**config.mk**
```make
export PLATFORM = sky130hd
export DESIGN_NAME = spc_sector_protect
export DESIGN_NICKNAME = d
export VERILOG_FILES = /design/src/hdl/spc_pkg.sv /design/src/hdl/spc_sector_protect.sv
export VERILOG_INCLUDE_DIRS = /design/src /design/src/hdl
export SDC_FILE = /design/constraint.sdc
export NUM_CORES = 1
export LEC_CHECK = 0
export ABC_AREA = 1
export BUFFER_PORTS_ARGS = -buffer_cell sky130_fd_sc_hd__buf_2
export CAP_MARGIN = 20
export CORE_MARGIN = 1
export CORE_UTILIZATION = 45
export CTS_CLUSTER_SIZE = 12
export DETAILED_ROUTE_END_ITERATION = 7
export PLACE_DENSITY = 0.8
export SLEW_MARGIN = 20
export SYNTH_ARGS = -nofsm -noshare
export SYNTH_HDL_FRONTEND = slang
export SYNTH_SLANG_ARGS = --single-unit
```
**constraint.sdc**
```tcl
create_clock -name clk_sys -period 1.5 [get_ports clk_sys]
set_input_delay 0.225 -clock clk_sys [delete_from_list [all_inputs] [get_ports clk_sys]]
set_output_delay 0.225 -clock clk_sys [all_outputs]
set_load 0.02 [all_outputs]
```
**src/hdl/spc_params.svh**
```systemverilog
/*
  constants for the sector protection control block: command bytes, table
  codes, sector count and timing figures.
  assumes a 100 MHz system clock; included by bare name.
*/
`ifndef SPC_PARAMS_SVH
`define SPC_PARAMS_SVH

`define SPC_CMD_BYTE1        8'h3D
`define SPC_CMD_BYTE2        8'h2A
`define SPC_CMD_BYTE3        8'h7F
`define SPC_CMD_ENABLE_BYTE  8'hA9
`define SPC_CMD_DISABLE_BYTE 8'h9A
`define SPC_SEQ_BITS         6'd32

`define SPC_MARK_PROTECTED   8'hFF
`define SPC_MARK_OPEN        8'h00

`define SPC_NUM_SECTORS      16

`define SPC_CLK_PERIOD_NS    10
`define SPC_GUARD_ASSERT_DELAY_NS  100
`define SPC_GUARD_RELEASE_DELAY_NS 100
`define SPC_WP_FILTER_NS     50
`define SPC_WP_FILTER_CYCLES (`SPC_WP_FILTER_NS / `SPC_CLK_PERIOD_NS)
`define SPC_GUARD_ASSERT_CYCLES  (`SPC_GUARD_ASSERT_DELAY_NS / `SPC_CLK_PERIOD_NS)
`define SPC_GUARD_RELEASE_CYCLES (`SPC_GUARD_RELEASE_DELAY_NS / `SPC_CLK_PERIOD_NS)

`endif

```
**src/hdl/spc_pkg.sv**
```systemverilog
/*
  types for the sector protection control block.
  assumes nothing of its surroundings.
*/
package spc_pkg;
  typedef logic [7:0] spc_byte_t;
  typedef enum logic [1:0] {
    SPC_SEQ_NONE,
    SPC_SEQ_ENABLE,
    SPC_SEQ_DISABLE
  } spc_seq_t;
endpackage

```
**src/hdl/spc_sector_protect.sv**
```systemverilog
/*
  sector protection control: decodes the enable and disable command
  sequences from the serial pins, filters the write-protect pin, keeps the
  protection state and judges program/erase requests.
  assumes serial pins are synchronous to clk_sys (wp_n is resynchronised) and that sck runs
  well below clk_sys/2; the selection table is held outside in nonvolatile
  storage and presented as a flat vector, byte i for sector i.
*/
`timescale 1ns/10ps
`default_nettype none
`include "spc_params.svh"

module spc_sector_protect
  import spc_pkg::*;
#(
  parameter int NUM_SECTORS   = `SPC_NUM_SECTORS,
  parameter int FILTER_CYCLES = `SPC_WP_FILTER_CYCLES
) (
  input  wire logic                     clk_sys,
  input  wire logic                     reset_n,
  input  wire logic                     cs_n,
  input  wire logic                     sck,
  input  wire logic                     si,
  input  wire logic                     wp_n,
  input  wire logic [NUM_SECTORS*8-1:0] sel_table,
  input  wire logic                     pe_req,
  input  wire logic [3:0]               pe_sector,
  input  wire logic                     pe_table,
  output logic                          pe_grant_q,
  output logic                          pe_reject_q,
  output logic                          prot_enabled_q,
  output logic                          prot_cmd_q,
  output logic                          table_locked_q
);

  function automatic spc_seq_t decode_seq(input logic [31:0] bits);
    if (bits[31:8] != {`SPC_CMD_BYTE1, `SPC_CMD_BYTE2, `SPC_CMD_BYTE3}) begin
      return SPC_SEQ_NONE;
    end
    if (bits[7:0] == `SPC_CMD_ENABLE_BYTE) begin
      return SPC_SEQ_ENABLE;
    end
    if (bits[7:0] == `SPC_CMD_DISABLE_BYTE) begin
      return SPC_SEQ_DISABLE;
    end
    return SPC_SEQ_NONE;
  endfunction

  //////////////////////////////////////////////////////////////////////////////
  // serial shift of the command sequence

  logic        sck_q;
  logic        cs_n_q;
  logic [31:0] shift_q;
  logic [5:0]  bit_cnt_q;
  logic        sck_rise;
  logic        cs_release;
  spc_seq_t    seq;

  assign sck_rise   = sck & ~sck_q & ~cs_n;
  assign cs_release = cs_n & ~cs_n_q;
  // only an exact 32-bit frame counts
  assign seq        = (bit_cnt_q == `SPC_SEQ_BITS) ? decode_seq(shift_q) : SPC_SEQ_NONE;

  always_ff @(posedge clk_sys) begin
    if (!reset_n) begin
      sck_q  <= 1'b0;
      cs_n_q <= 1'b1;
    end else begin
      sck_q  <= sck;
      cs_n_q <= cs_n;
    end
  end

  always_ff @(posedge clk_sys) begin
    if (!reset_n) begin
      shift_q   <= 32'h0000_0000;
      bit_cnt_q <= 6'h00;
    end else if (cs_n) begin
      bit_cnt_q <= 6'h00;
    end else if (sck_rise) begin
      shift_q   <= {shift_q[30:0], si};
      // saturate past 32 so over-long frames never match
      if (bit_cnt_q != 6'h3F) begin
        bit_cnt_q <= bit_cnt_q + 6'h01;
      end
    end
  end

  //////////////////////////////////////////////////////////////////////////////
  // write-protect pin synchroniser and glitch filter

  logic       wp_s1_q;
  logic       wp_s2_q;
  logic       wp_filt_q;
  logic [7:0] filt_cnt_q;

  always_ff @(posedge clk_sys) begin
    if (!reset_n) begin
      wp_s1_q <= 1'b1;
      wp_s2_q <= 1'b1;
    end else begin
      wp_s1_q <= wp_n;
      wp_s2_q <= wp_s1_q;
    end
  end

  always_ff @(posedge clk_sys) begin
    if (!reset_n) begin
      wp_filt_q  <= 1'b1;
      filt_cnt_q <= 8'h00;
    end else if (wp_s2_q == wp_filt_q) begin
      filt_cnt_q <= 8'h00;
    end else if (filt_cnt_q == 8'(FILTER_CYCLES - 1)) begin
      wp_filt_q  <= wp_s2_q;
      filt_cnt_q <= 8'h00;
    end else begin
      filt_cnt_q <= filt_cnt_q + 8'h01;
    end
  end

  //////////////////////////////////////////////////////////////////////////////
  // protection state

  logic prot_eff;

  always_ff @(posedge clk_sys) begin
    if (!reset_n) begin
      prot_cmd_q <= 1'b0;
    end else if (cs_release && seq == SPC_SEQ_ENABLE) begin
      prot_cmd_q <= 1'b1;
    end else if (cs_release && seq == SPC_SEQ_DISABLE && wp_filt_q) begin
      prot_cmd_q <= 1'b0;
    end
  end

  // pin only adds guarding; the command flag itself is never altered by it
  assign prot_eff = prot_cmd_q | ~wp_filt_q;

  always_ff @(posedge clk_sys) begin
    if (!reset_n) begin
      prot_enabled_q <= 1'b0;
      table_locked_q <= 1'b0;
    end else begin
      prot_enabled_q <= prot_eff;
      table_locked_q <= ~wp_filt_q;
    end
  end

  //////////////////////////////////////////////////////////////////////////////
  // program/erase request gating

  logic [NUM_SECTORS-1:0] marked;

  for (genvar i = 0; i < NUM_SECTORS; i++) begin : g_mark
    assign marked[i] = (sel_table[i*8 +: 8] == `SPC_MARK_PROTECTED);
  end

  logic refuse;
  assign refuse = pe_table ? ~wp_filt_q
                           : (prot_eff & marked[pe_sector]);

  always_ff @(posedge clk_sys) begin
    if (!reset_n) begin
      pe_grant_q  <= 1'b0;
      pe_reject_q <= 1'b0;
    end else begin
      pe_grant_q  <= pe_req & ~refuse;
      pe_reject_q <= pe_req & refuse;
    end
  end

  //////////////////////////////////////////////////////////////////////////////
  // checks

  cmd_enable_a: assert property (@(posedge clk_sys) disable iff (!reset_n)
    cs_release && bit_cnt_q == `SPC_SEQ_BITS
    && shift_q == {`SPC_CMD_BYTE1, `SPC_CMD_BYTE2, `SPC_CMD_BYTE3, `SPC_CMD_ENABLE_BYTE}
    |=> prot_cmd_q ##1 prot_enabled_q)
    else $error("enable sequence did not set protection");

  cmd_disable_a: assert property (@(posedge clk_sys) disable iff (!reset_n)
    cs_release && bit_cnt_q == 6'd32 && shift_q == 32'h3D2A_7F9A && wp_filt_q |=> !prot_cmd_q ##1 !prot_enabled_q)
    else $error("disable sequence did not clear protection");

  reset_clear_a: assert property (@(posedge clk_sys)
    !reset_n |=> !prot_cmd_q && !prot_enabled_q && !pe_grant_q)
    else $error("reset left protection state set");

  disable_ignored_a: assert property (@(posedge clk_sys) disable iff (!reset_n)
    cs_release && !wp_filt_q && seq == SPC_SEQ_DISABLE |=> $stable(prot_cmd_q) && prot_enabled_q)
    else $error("disable acted while pin low");

  short_frame_a: assert property (@(posedge clk_sys) disable iff (!reset_n)
    cs_release && bit_cnt_q != 6'd32 |=> $stable(prot_cmd_q))
    else $error("short frame changed protection");

  wp_assert_a: assert property (@(posedge clk_sys) disable iff (!reset_n)
    (!wp_n)[*8] |-> ##[1:2] prot_enabled_q)
    else $error("low pin did not assert protection in time");

  wp_release_a: assert property (@(posedge clk_sys) disable iff (!reset_n)
    (wp_n && !prot_cmd_q)[*8] ##1 !prot_cmd_q |-> ##[0:1] !prot_enabled_q)
    else $error("protection stayed on after pin release");

  glitch_filter_a: assert property (@(posedge clk_sys) disable iff (!reset_n)
    $changed(wp_filt_q) |-> $past(filt_cnt_q) == 8'(FILTER_CYCLES - 1) && wp_filt_q == $past(wp_s2_q))
    else $error("filtered pin moved without a stable run");

  sector_guard_a: assert property (@(posedge clk_sys) disable iff (!reset_n)
    pe_req && !pe_table && prot_eff && marked[pe_sector] |=> pe_reject_q && !pe_grant_q)
    else $error("write to guarded sector granted");

  sector_open_a: assert property (@(posedge clk_sys) disable iff (!reset_n)
    pe_req && !pe_table && !marked[pe_sector] |=> pe_grant_q && !pe_reject_q)
    else $error("write to unmarked sector refused");

  table_lock_a: assert property (@(posedge clk_sys) disable iff (!reset_n)
    pe_req && pe_table && !wp_filt_q |=> pe_reject_q ##0 table_locked_q)
    else $error("table write granted while pin low");

  status_track_a: assert property (@(posedge clk_sys) disable iff (!reset_n)
    ##1 prot_enabled_q == $past(prot_cmd_q | ~wp_filt_q))
    else $error("status does not follow protection state");

  enable_seen_c:  cover property (@(posedge clk_sys) disable iff (!reset_n) cs_release && seq == SPC_SEQ_ENABLE);
  wp_hold_c:      cover property (@(posedge clk_sys) disable iff (!reset_n) prot_cmd_q && !wp_filt_q ##[1:50] wp_filt_q);
  reject_c:       cover property (@(posedge clk_sys) disable iff (!reset_n) pe_reject_q);
  ignored_dis_c:  cover property (@(posedge clk_sys) disable iff (!reset_n)
                    cs_release && seq == SPC_SEQ_DISABLE && !wp_filt_q);

endmodule // spc_sector_protect

`default_nettype wire

```
# Word-level counts from Yosys, hierarchy flattened
# Index checks and enable logic that the tools add are counted.
[totals] output_inout_bits=5 ff_bits=56 in_bits=140
[classes] reduce_logical=9 eq_ne=25 bitwise=14 muxes=18 order_cmp=1 addsub=2
[op_table] operator="$eq 8x8->1 const B" n=18
[op_table] operator="$ne 24x22->1 const B" n=1
[op_table] operator="$mux 2" n=7
[op_table] operator="$mux 1" n=10
[op_table] operator="$add 8x1->8 const B" n=1
[op_table] operator="$eq 8x3->1 const B" n=1
[op_table] operator="$not 1->1" n=7
[op_table] operator="$add 6x1->6 const B" n=1
[op_table] operator="$and 1x1->1" n=6
[op_table] operator="$eq 6x6->1 const B" n=1
[op_table] operator="$ne 6x6->1 const B" n=1
[op_table] operator="$reduce_and 2->1" n=3
[op_table] operator="$lt 4x5->1 const B" n=1
[op_table] operator="$bmux 1 s4" n=1
[op_table] operator="$logic_and 1x1->1" n=3
[op_table] operator="$reduce_or 3->1" n=1
[op_table] operator="$eq 2x1->1 const B" n=1
[op_table] operator="$eq 2x2->1 const B" n=1
[op_table] operator="$reduce_bool 2->1" n=1
[op_table] operator="$reduce_or 2->1" n=1
[op_table] operator="$eq 1x1->1" n=1
[op_table] operator="$or 1x1->1" n=1

# Logic depth before layout (Yosys ltp)
# Gate-level depths: netlist of the first run.
[logic_depth] depth_word=14 ltp_mapped=10 mapped_depth_nobuf=9

# Least setup slack after synthesis of the first run
# Ideal clock, no wire load.
[synth_timing] path_type="reg-to-reg" from="register bit_cnt_q[0]" to="register bit_cnt_q[5]" arrival_time_ns=1.170 stages_incl_launch_ff=10 setup_time_ns=0.070 setup_slack_ns=0.260 n_path_buf=0 t_required_ns=1.430 period_less_slack_ns=1.240 path_cell_list="dfxtp_1 > ha_1 > inv_1 > nor3_2 > nand3_2 > nand2_4 > nor3_2 > nand2_1 > o21ai_1 > a21oi_1"
[synth_between] elab_chain_len=2
[synth_lines] element="start: declaration" line_no="spc_sector_protect.sv:55" source="logic [5:0] bit_cnt_q;"
[synth_lines] element="start signal: assignment" line_no="spc_sector_protect.sv:85" source="bit_cnt_q <= bit_cnt_q + 6'h01;"
[synth_lines] element="branches (longest 2 deep; another with $add 6x1->6)"
# Parallel ways; which one is timed is not known.
# A chain may end at the register's enable or synchronous reset.

# Worst setup path in the final report of the first run
# Ends and elaborated chain as after synthesis.

==> results.md, run 1 <==
* Status: finished clean
* Global Route Usage Sum at 25.1%
* Largest register by flop count: shift_q
* Dpl hpwl at 6.26 mm
* RSZ-0062 raised after global routing: no
* Detailed-route DRC error count at 0
* Die footprint at 6410 sq um
* Post-Syn Nets at 559
* Later-pin clock latency in the skew report at 0.32 ns
* Part of the cycle the worst path needs at 90.6%
* Number of nets in the final layout at 704
* Startpoint of the worst setup timing path: bit_cnt_q[0]
* Met1 WL at 3.34 mm
* DP Worst Slack at 0.119 ns
* Worst hold path cell count at 2
* Share of cells above drive strength 1 at 31.2%
* # rows at 28
* Worst-margin pin slew at 0.326 ns
* Clock period minus final worst setup slack at 1.36 ns
* Highest-delay cell along the critical path: dfxtp_2
* Non-filler cells in the finished layout at 636
* Most common cell after layout, fill and taps aside: buf_2
* Top flip-flop cell by instance count after synthesis: dfxtp_1
* Violation count after the first detailed-routing iteration at 121
* Leading cell types in the layout, fill and taps excluded: buf_2, nand2_1, nor2_1
* Overflow left after global routing at 0
* Top fanout value on the critical path at 9
* Post-Syn Area at 2740 sq um
* Number of flip-flops in the largest register at 32
* CP bufs+invs at 1
* Inserted Clock Buffers at 5
* Max_cap viols at 0
* # IOs at 145
* Synthesized area per cell at 6.61 sq um
* Hold-fix buffers at CTS at 0
* Pin count of the biggest net entering global routing at 37
* Number of vias after detailed routing at 3,155
* Routability congestion estimate from global placement at 1.09
* CTS tree: built
* Die Span Y at 80.1 um
* Relative slew slack at 78.1%
* Count of final setup violators at 0
* Kind of start point of the critical path: flop
* Number of detailed-routing iterations run before antenna repair at 4
* Layout Skew at 0.00661 ns
* CTS root buf: clkbuf_8
* Number of distinct library cells after synthesis at 26
* Maximum root-to-sink buffer count at 2
* Flip-flop and latch count after synthesis at 56
* Via count of the first global-routing pass at 2,900
* Fill count at 558
* Sum of negative setup slack at 0 ns
* # H-tree levels at 2
* Startpoint-to-endpoint class of the critical path: flop to flop
* Delay of the slowest cell on the worst path at 0.34 ns
* Count of mapped cells out of synthesis at 415
* Setup slack after layout at 0.140 ns
* IO Port Bufs at 144
* Detail Route met3 WL at 767 um
* Highest routed layer: met4
* Number of warning messages in the yosys log at 0
* DRT antenna net count at 0
* Number of vias per cell after detailed routing at 4.96
* Arrival time at the worst endpoint at 1.57 ns
* Area of the core region at 5890 sq um
* Horizontal die dimension at 80.1 um
* Critical path required time at 1.71 ns
* Area of all placed cells without fillers at 3680 sq um
* Effective utilization at floorplan at 46.6%
* P per Cell Area at 826 nW/um^2
* Worst min-delay path startpoint: wp_n
* Category of cells accounting for the largest share of critical-path delay: simple AND/OR/NAND/NOR gates
* Wire length after detailed routing at 7.89 mm
* FFs w/ async S/R, synth at 0%
* Worst-case register-to-register setup slack at 0.14 ns
* Global-route wire length before repair at 12.3 mm
* Number of antenna cells inserted at 0
* Post-synthesis sequential area ratio at 40.9%
* Worst reg2reg path endpoint: bit_cnt_q[5]
* Area growth from synthesis to layout at 34.2%
* Type of the worst min-delay path: input pin to flop
* Instance count after placement with tap cells included at 628
* Largest registers: shift_q x32, filt_cnt_q x8, bit_cnt_q x6
* Peak supply drop at 0.000780 V
* Crit-path cells: ha_1 -> inv_2 -> nor3_4 -> nand3_2 -> nand2_4 -> nor3_2 -> nand2_1 -> o21ai_1 -> a21oi_1
* Number of antenna violations at the first check in global routing at 0
* Number of clock sinks seen by CTS at 56
* Detailed-routed wire length on met2 at 3.66 mm
* Sink of the worst hold path: wp_s1_q
* Worst R2R Path Depth at 9
* Number of enable-type register cells in the synthesized netlist at 0
* Wire length per cell after detailed routing at 12.4 um
* Max Freq at 736 MHz
* Worst-path clk slew at 0.10 ns
* Number of pins with negative max-slew slack in the final report at 0
* Placed cell area at 3540 sq um
* Endpoint kind of the worst setup timing path: flop
* Cell leakage power at 1.75 nW
* Count of final hold-check violations at 0
* Reg-to-Reg Start: bit_cnt_q[0]
==> timing repair <==
item,4_1_cts,5_1_grt
setup endpoints to repair,0,6
gates resized for setup,0,9
buffers inserted,0,0
==> cell type report <==
cell class                 instances  area [sq um]  area share, %
timing repair buffer             148           751           20.4
clock buffer                       5          68.8           1.87
clock inverter                     3          46.3           1.26
tap                               75          93.8           2.55
inverter                          43           161           4.39
sequential                        56          1130           30.6
multi-input combinational        306          1430           38.9
==> report_power, final <==
group	total [mW]	switching [mW]	leakage [nW]	internal, mW
registers	1.59	0.0381	0.458	1.55
clock network	1.01	0.510	0.0548	0.503
logic	0.436	0.221	1.23	0.216
total	3.04	0.769	1.75	2.27
==> cell usage after synthesis, types with 2 or more instances <==
| library cell | instances | area [sq um] |
|---|---|---|
| dfxtp_1 | 56 | 1120 |
| inv_1 | 39 | 146 |
| nand3_1 | 38 | 190 |
| nor3_2 | 2 | 20.0 |
| o21ai_0 | 38 | 190 |
| ha_1 | 4 | 50.1 |
| nor2_1 | 80 | 300 |
| buf_2 | 3 | 15.0 |
| inv_2 | 4 | 15.0 |
| nor3_1 | 10 | 50.1 |
| nand4_1 | 5 | 31.3 |
| buf_1 | 2 | 7.51 |
| nand2_1 | 84 | 315 |
| nor4_1 | 3 | 18.8 |
| clkbuf_1 | 4 | 15.0 |
| or2_2 | 2 | 12.5 |
| nor3b_1 | 5 | 37.5 |
| a21oi_1 | 28 | 140 |
==> cell families after synthesis <==
kind of cell,synth area share [%]
buffers and inverters,7.53
AO/OA/AOI/OAI,12.6
AND/OR/NAND/NOR,36.9
XOR/XNOR,0.320
adder cells (fa/ha/maj),1.83
flip-flops,40.9
==> per-layer routing <==
layer	GRT usage, %	vias up
met5	0	-
met4	9.46	0
met3	8.75	20
met2	41.7	123
met1	29.6	1377
li1	-	1635
==> how the worst max path moves through the flow <==
| stage | depth (start not counted) | slack (ns) | end |
|---|---|---|---|
| after floorplan | 9 | 0.26 | bit_cnt_q[5] |
| after global placement | 9 | 0.19 | bit_cnt_q[5] |
| after detailed placement | 9 | 0.12 | bit_cnt_q[5] |
| after CTS | 9 | 0.09 | bit_cnt_q[5] |
| after global routing | 8 | 0.005 | prot_cmd_q |
| final | 9 | 0.14 | bit_cnt_q[5] |
==> worst register-to-register path, cell delays in order, from the launching register on <==
cell	delay, ns
dfxtp_2	0.34
ha_1	0.21
inv_2	0.09
nor3_4	0.05
nand3_2	0.08
nand2_4	0.09
nor3_2	0.14
nand2_1	0.09
o21ai_1	0.12
a21oi_1	0.05
==> per-stage QoR <==
stage / total power [mW] / hold WS (ns) / utilization [%]
2_1_floorplan: 1.81 / 0.318 / -
5_1_grt: 3.18 / 0.0812 / 62.5
4_1_cts: 3.05 / 0.0856 / 62.1
3_3_place_gp: 2.04 / 0.406 / 60.2
3_5_place_dp: 2.05 / 0.403 / 60.2
6_report: 3.04 / 0.0901 / 62.5
Power figures use the tool's default switching activity.
==> run 2, diff against run 1 <==
- ABC_AREA: 1 -> not set
- CORE_UTILIZATION: 45 -> 44
- PLACE_DENSITY: 0.8 -> 0.79
- RECOVER_POWER: not set -> 100
==> results.md, run 2 <==
* Worst R2R Path Depth at 5 (was 9)
* Worst-path clk slew at 0.09 ns (was 0.10 ns)
* # rows at 27 (was 28)
* Dpl hpwl at 6.09 mm (was 6.26 mm)
* Effective utilization at floorplan at 46.6% (about the same)
* Startpoint-to-endpoint class of the critical path: flop to flop (unchanged)
* Type of the worst min-delay path: input pin to flop (unchanged)
* Later-pin clock latency in the skew report at 0.30 ns (was 0.32 ns)
* Setup slack after layout at -0.281 ns (was 0.140 ns)
* Largest registers: shift_q x32, filt_cnt_q x8, bit_cnt_q x6 (unchanged)
* Die footprint at 6250 sq um (was 6410 sq um)
* Wire length per cell after detailed routing at 13.8 um (was 12.4 um)
* Part of the cycle the worst path needs at 119% (was 90.6%)
* # H-tree levels at 2 (unchanged)
* Global Route Usage Sum at 24.1% (was 25.1%)
* Fill count at 503 (was 558)
* CTS root buf: clkbuf_8 (unchanged)
* Post-route total power at 2.80 mW (was 3.04 mW)
* IO Port Bufs at 144 (unchanged)
* Peak supply drop at 0.000677 V (was 0.000780 V)
* Count of final hold-check violations at 0 (unchanged)
* Number of detailed-routing iterations run before antenna repair at 4 (unchanged)
* Number of flip-flops in the largest register at 32 (unchanged)
* Post-route core utilization at 66.1% (was 62.5%)
* Sum of negative setup slack at -0.281 ns (was 0 ns)
* Number of warning messages in the yosys log at 0 (unchanged)
* Number of vias per cell after detailed routing at 5.22 (was 4.96)
* Area of the core region at 5610 sq um (was 5890 sq um)
* Top fanout value on the critical path at 2 (was 9)
* Worst-margin pin slew at 0.644 ns (was 0.326 ns)
* Library cell with the largest summed area after synthesis: dfxtp_1 (unchanged)
* Post-Syn Area at 2610 sq um (was 2740 sq um)
* Hold-fix buffers at CTS at 0 (unchanged)
* Pin count of the biggest net entering global routing at 33 (was 37)
* Relative slew slack at 57.1% (was 78.1%)
* Die Span Y at 79.0 um (was 80.1 um)
* Critical path required time at 1.74 ns (was 1.71 ns)
* Commonest cells post-synth: nand2_1, dfxtp_1, nand4_1 (was nand2_1, nor2_1, dfxtp_1)
* Area growth from synthesis to layout at 42.0% (was 34.2%)
* Endpoint kind of the worst setup timing path: flop (unchanged)
* Cell leakage power at 1.49 nW (was 1.75 nW)
* Max_cap viols at 0 (unchanged)
* CTS tree: built (unchanged)
* Arrival time at the worst endpoint at 2.02 ns (was 1.57 ns)
* Detailed-route DRC error count at 0 (unchanged)
* Routability congestion estimate from global placement at 0.840 (was 1.09)
* DRT antenna net count at 0 (unchanged)
* Failing checks: setup timing
* Violation count after the first detailed-routing iteration at 99 (was 121)
* Area of all placed cells without fillers at 3710 sq um (was 3680 sq um)
* # IOs at 145 (unchanged)
* Status: finished, violations left (was finished clean)
* Number of nets in the final layout at 623 (was 704)
* RSZ-0062 raised after global routing: yes (was no)
* Share of the synthesized area in the top cell type at 42.9% (was 40.9%)
* Kind of start point of the critical path: flop (unchanged)
* Horizontal die dimension at 79.0 um (was 80.1 um)
* Delay of the slowest cell on the worst path at 0.54 ns (was 0.34 ns)
* Maximum root-to-sink buffer count at 2 (unchanged)
* Worst hold path cell count at 2 (unchanged)
* Worst hold-check slack at 0.0902 ns (was 0.0901 ns)
* Layout Skew at 0.00211 ns (was 0.00661 ns)
* Share of cells above drive strength 1 at 37.5% (was 31.2%)
* FFs w/ async S/R, synth at 0% (unchanged)
* Post-synthesis sequential area ratio at 42.9% (was 40.9%)
* Count of mapped cells out of synthesis at 318 (was 415)
* Placed cell area at 3560 sq um (was 3540 sq um)
* Most common cell after layout, fill and taps aside: buf_2 (unchanged)
* P per Cell Area at 755 nW/um^2 (was 826 nW/um^2)
* Leading cell types in the layout, fill and taps excluded: buf_2, nand2_1, dfxtp_1 (was buf_2, nand2_1, nor2_1)
* Top flip-flop cell by instance count after synthesis: dfxtp_1 (unchanged)
* Clock period minus final worst setup slack at 1.78 ns (was 1.36 ns)
* Largest register by flop count: shift_q (unchanged)
* Number of distinct library cells after synthesis at 37 (was 26)
* Synthesized area per cell at 8.21 sq um (was 6.61 sq um)
* Wire length after detailed routing at 7.63 mm (was 7.89 mm)
* Count of final setup violators at 1 (was 0)
* Global-route wire length before repair at 11.7 mm (was 12.3 mm)
* Number of clock sinks seen by CTS at 56 (unchanged)
* Number of vias after detailed routing at 2,893 (was 3,155)
* Most instantiated library cell after synthesis: nand2_1 (unchanged)
* Number of enable-type register cells in the synthesized netlist at 0 (unchanged)
* Flip-flop and latch count after synthesis at 56 (unchanged)
* Overflow left after global routing at 0 (unchanged)
* Number of antenna violations at the first check in global routing at 2 (was 0)
* Inserted Clock Buffers at 5 (unchanged)
* Highest-delay cell along the critical path: or4_4 (was dfxtp_2)
* Max Freq at 562 MHz (was 736 MHz)
* Post-Syn Nets at 462 (was 559)
* Via count of the first global-routing pass at 2,629 (was 2,900)
* Number of pins with negative max-slew slack in the final report at 0 (unchanged)
* Buffer count from post-CTS setup fixing at 0 (unchanged)
* Top post-synthesis cells by area: dfxtp_1, nand2_1, a21boi_0 (was dfxtp_1, nand2_1, nor2_1)
* Crit-path cells: or4_4 -> nor3_4 -> nand4_1 -> or4_1 -> a21boi_1 (was ha_1 -> inv_2 -> nor3_4 -> nand3_2 -> nand2_4 -> nor3_2 -> nand2_1 -> o21ai_1 -> a21oi_1)
[run 2: cell types whose count changed in the layout (fill, tap and decap cells not counted), moves of 8 or more]
cell,previous run,this run
buf_4,4,20
clkbuf_1,0,8
nand3_1,38,8
a21boi_0,0,33
nand2_1,84,71
inv_1,38,8
xor2_1,1,10
a21oi_1,28,1
nor2_1,80,21
nand4_1,5,35
o21ai_0,38,1
[run 2: critical path: cells and delay by family, from the launching register on]
family,cells,cell delay [ns]
AO/OA/AOI/OAI,1,0.14
flip-flops,1,0.33
AND/OR/NAND/NOR,4,1.24
[run 2: worst paths after layout]
check / start / end / slack (ns)
worst max-delay path: shift_q[23] / prot_cmd_q / -0.28
worst min-delay path: wp_n / wp_s1_q / 0.09
worst min register to register: wp_s1_q / wp_s2_q / 0.42
worst max register to register: shift_q[23] / prot_cmd_q / -0.28
[run 2: power breakdown]
group | switching [mW] | total (mW) | internal, mW
logic | 0.148 | 0.335 | 0.188
clock network | 0.468 | 0.964 | 0.496
registers | 0.00458 | 1.50 | 1.50
total | 0.620 | 2.80 | 2.18
[run 2: cells by family (layout without fill, tap and decap cells)]
kind of cell	count (synthesis)	in the layout	share of synthesized area, %
xor+xnor	12	12	4.02
buf+inv	21	183	3.02
flops	56	56	42.9
other cells	0	2	0
compound gates	45	45	13.2
simple gates	179	179	34.5
mux	1	1	0.383
fa+ha+maj	4	4	1.92
[run 2: routing by layer]
layer  global-route usage [%]  wire [um]  vias up  part of all wire, %
li1                         -          -     1455                    -
met1                     30.1       3190     1314                   42
met2                     39.4       3660      106                   48
met3                     5.40        530       18                  7.0
met4                     10.5        253        0                  3.3
met5                        0          0        -                    0
[run 2: final cells by class]
cell class	instances	area, sq um	area share (%)
antenna	2	5.00	0.135
sequential	56	1130	30.4
clock inverter	2	35.0	0.945
multi-input combinational	241	1460	39.2
inverter	8	30.0	0.810
tap	72	90.1	2.43
timing repair buffer	167	895	24.1
clock buffer	6	72.6	1.96
[run 2: stage by stage]
step           cells  setup slack, ns
6_report         554           -0.281
4_1_cts          552           -0.257
2_1_floorplan    318           -0.130
3_3_place_gp     544           -0.179
3_5_place_dp     544           -0.294
5_1_grt          553           -0.386
[run 2: what timing repair did]
item / CTS / global route
pin swaps: 4 / 4
setup endpoints to repair: 6 / 10
resized for setup: 4 / 9
==> run 3, diff against run 2 <==
- CORE_UTILIZATION: 44 -> 48
- PLACE_DENSITY: 0.79 -> 0.86
- clock period: 1.5 -> 2.3 ns (I/O delays scaled with it)
==> results.md, run 3 (same netlist as run 2, synthesis figures left out) <==
* Status: finished clean (was finished, violations left)
* Placed cell area at 3400 sq um (was 3560 sq um)
* Horizontal die dimension at 75.8 um (was 79.0 um)
* Routability congestion estimate from global placement at 0.829 (was 0.840)
* Highest routed layer: met5 (was met4)
* Number of vias per cell after detailed routing at 5.31 (was 5.22)
* Global Route Usage Sum at 25.2% (was 24.1%)
* Number of pins with negative max-slew slack in the final report at 0 (unchanged)
* Sum of negative setup slack at 0 ns (was -0.281 ns)
* Number of detailed-routing iterations run before antenna repair at 4 (unchanged)
* Part of the cycle the worst path needs at 81.6% (was 119%)
* Number of antenna violations at the first check in global routing at 1 (was 2)
* Number of gates given a new drive strength after cts at 0 (was 4)
* Number of clock sinks seen by CTS at 56 (unchanged)
* Detail Route met3 WL at 492 um (was 530 um)
* Wire length per cell after detailed routing at 14.0 um (was 13.8 um)
* Buffer count from post-CTS setup fixing at 0 (unchanged)
* Via count of the first global-routing pass at 2,366 (was 2,629)
* Reg-to-Reg Start: shift_q[23] (unchanged)
* Violation count after the first detailed-routing iteration at 91 (was 99)
* Max Freq at 533 MHz (was 562 MHz)
* Maximum root-to-sink buffer count at 2 (unchanged)
* Leading cell types in the layout, fill and taps excluded: buf_2, nand2_1, dfxtp_1 (unchanged)
* Type of the worst min-delay path: input pin to flop (unchanged)
* Detailed-routed wire length on met2 at 3.63 mm (was 3.66 mm)
* Number of nets in the final layout at 603 (was 623)
* IO Port Bufs at 144 (unchanged)
* Pin count of the biggest net entering global routing at 33 (unchanged)
* Area of the core region at 5170 sq um (was 5610 sq um)
* Largest register by flop count: shift_q (unchanged)
* Met1 WL at 3.15 mm (was 3.19 mm)
* Die footprint at 5740 sq um (was 6250 sq um)
* P per Cell Area at 497 nW/um^2 (was 755 nW/um^2)
* Layout Skew at 0.00735 ns (was 0.00211 ns)
* Critical Path Most Common Cell: or4_1
* Highest-delay cell along the critical path: or4_1 (was or4_4)
* Startpoint-to-endpoint class of the critical path: flop to flop (unchanged)
* # IOs at 145 (unchanged)
* Worst-path clk slew at 0.10 ns (was 0.09 ns)
* Area growth from synthesis to layout at 33.0% (was 42.0%)
* Hold-fix buffers at CTS at 0 (unchanged)
* Inserted Clock Buffers at 5 (unchanged)
* Later-pin clock latency in the skew report at 0.31 ns (was 0.30 ns)
* Global-route wire length before repair at 10.6 mm (was 11.7 mm)
* Top fanout value on the critical path at 3 (was 2)
* Setup slack after layout at 0.424 ns (was -0.281 ns)
* Dpl hpwl at 6.01 mm (was 6.09 mm)
* Overflow left after global routing at 0 (unchanged)
* Detailed-route DRC error count at 0 (unchanged)
* # rows at 26 (was 27)
* Number of vias after detailed routing at 2,813 (was 2,893)
* Effective utilization at floorplan at 50.5% (was 46.6%)
* Startpoint of the worst setup timing path: shift_q[23] (unchanged)
* DP Worst Slack at 0.450 ns (was -0.294 ns)
* Worst min-delay path startpoint: wp_n (unchanged)
* Die Span Y at 75.8 um (was 79.0 um)
* DRT antenna net count at 0 (unchanged)
* Area of all placed cells without fillers at 3470 sq um (was 3710 sq um)
* Number of flip-flops in the largest register at 32 (unchanged)
* CTS tree: built (unchanged)
* RSZ-0062 raised after global routing: no (was yes)
* Non-filler cells in the finished layout at 530 (was 554)
* Share of cells above drive strength 1 at 32.8% (was 37.5%)
* Relative slew slack at 28.5% (was 57.1%)
* Fill count at 465 (was 503)
* Max_cap viols at 0 (unchanged)
* Instance count after placement with tap cells included at 522 (was 544)
* Cell leakage power at 1.37 nW (was 1.49 nW)
* # H-tree levels at 2 (unchanged)
* Critical path required time at 2.54 ns (was 1.74 ns)
* Number of antenna cells inserted at 0 (was 2)
* Wire length after detailed routing at 7.42 mm (was 7.63 mm)
* Crit-path cells: or4_1 -> nor3_1 -> nand4_1 -> or4_1 -> a21boi_0 (was or4_4 -> nor3_4 -> nand4_1 -> or4_1 -> a21boi_1)
* Endpoint kind of the worst setup timing path: flop (unchanged)
* CTS root buf: clkbuf_8 (unchanged)
* Most common cell after layout, fill and taps aside: buf_2 (unchanged)
* Worst-margin pin slew at 1.07 ns (was 0.644 ns)
* Kind of start point of the critical path: flop (unchanged)
* Clock period minus final worst setup slack at 1.88 ns (was 1.78 ns)
* Count of final hold-check violations at 0 (unchanged)
* Worst hold-check slack at 0.219 ns (was 0.0902 ns)
* Count of final setup violators at 0 (was 1)
* Peak supply drop at 0.000466 V (was 0.000677 V)
* Delay of the slowest cell on the worst path at 0.51 ns (was 0.54 ns)
* Largest registers: shift_q x32, filt_cnt_q x8, bit_cnt_q x6 (unchanged)
* Arrival time at the worst endpoint at 2.12 ns (was 2.02 ns)
==> run 3: changes by cell type in the layout (fill, tap and decap cells not counted), moves of 2 or more <==
cell and change:
buf_4 -18, dfxtp_1 +4, dfxtp_2 -4, diode_2 -2
==> run 3: metal layers <==
layer  GRT usage, %  up-vias
met2           42.6      103
li1               -     1413
met3           5.29       15
met4           10.1        2
met1           31.3     1280
met5              0        -
==> run 3: critical path, delay by kind of cell (launching register included) <==
family	cells	cell delay, ns
and+or+nand+nor	4	1.34
DFF	1	0.33
AOI/OAI and AO/OA	1	0.15
==> run 3: area by class of cell <==
type / count / area [sq um] / share of cell area (%)
inverters: 8 / 30.0 / 0.865
clock buffers: 5 / 68.8 / 1.98
clock inverters: 3 / 22.5 / 0.649
repair buffers: 147 / 732 / 21.1
flip-flops and latches: 56 / 1120 / 32.3
multi-input cells: 241 / 1410 / 40.6
well taps: 70 / 87.6 / 2.52
==> run 3: power breakdown <==
part | leakage (nW) | internal (mW) | switching, mW
registers | 0.452 | 0.976 | 0.00431
logic | 0.873 | 0.111 | 0.0914
clock network | 0.0485 | 0.219 | 0.323
==> run 3: final timing paths <==
| kind | to | slack (ns) | cells past startpoint |
|---|---|---|---|
| hold reg to reg | wp_s2_q | 0.42 | 1 |
| setup reg to reg | prot_cmd_q | 0.42 | 5 |
| setup / recovery | prot_cmd_q | 0.42 | 5 |
| hold / removal | wp_s1_q | 0.22 | 2 |
==> run 3: per-stage QoR <==
stage | util (%) | power, mW
after global placement | 65.7 | 1.20
final | 67.1 | 1.72
after global routing | 67.1 | 1.81
after CTS | 67.5 | 1.75
after floorplan | - | 1.07
after detailed placement | 65.7 | 1.21
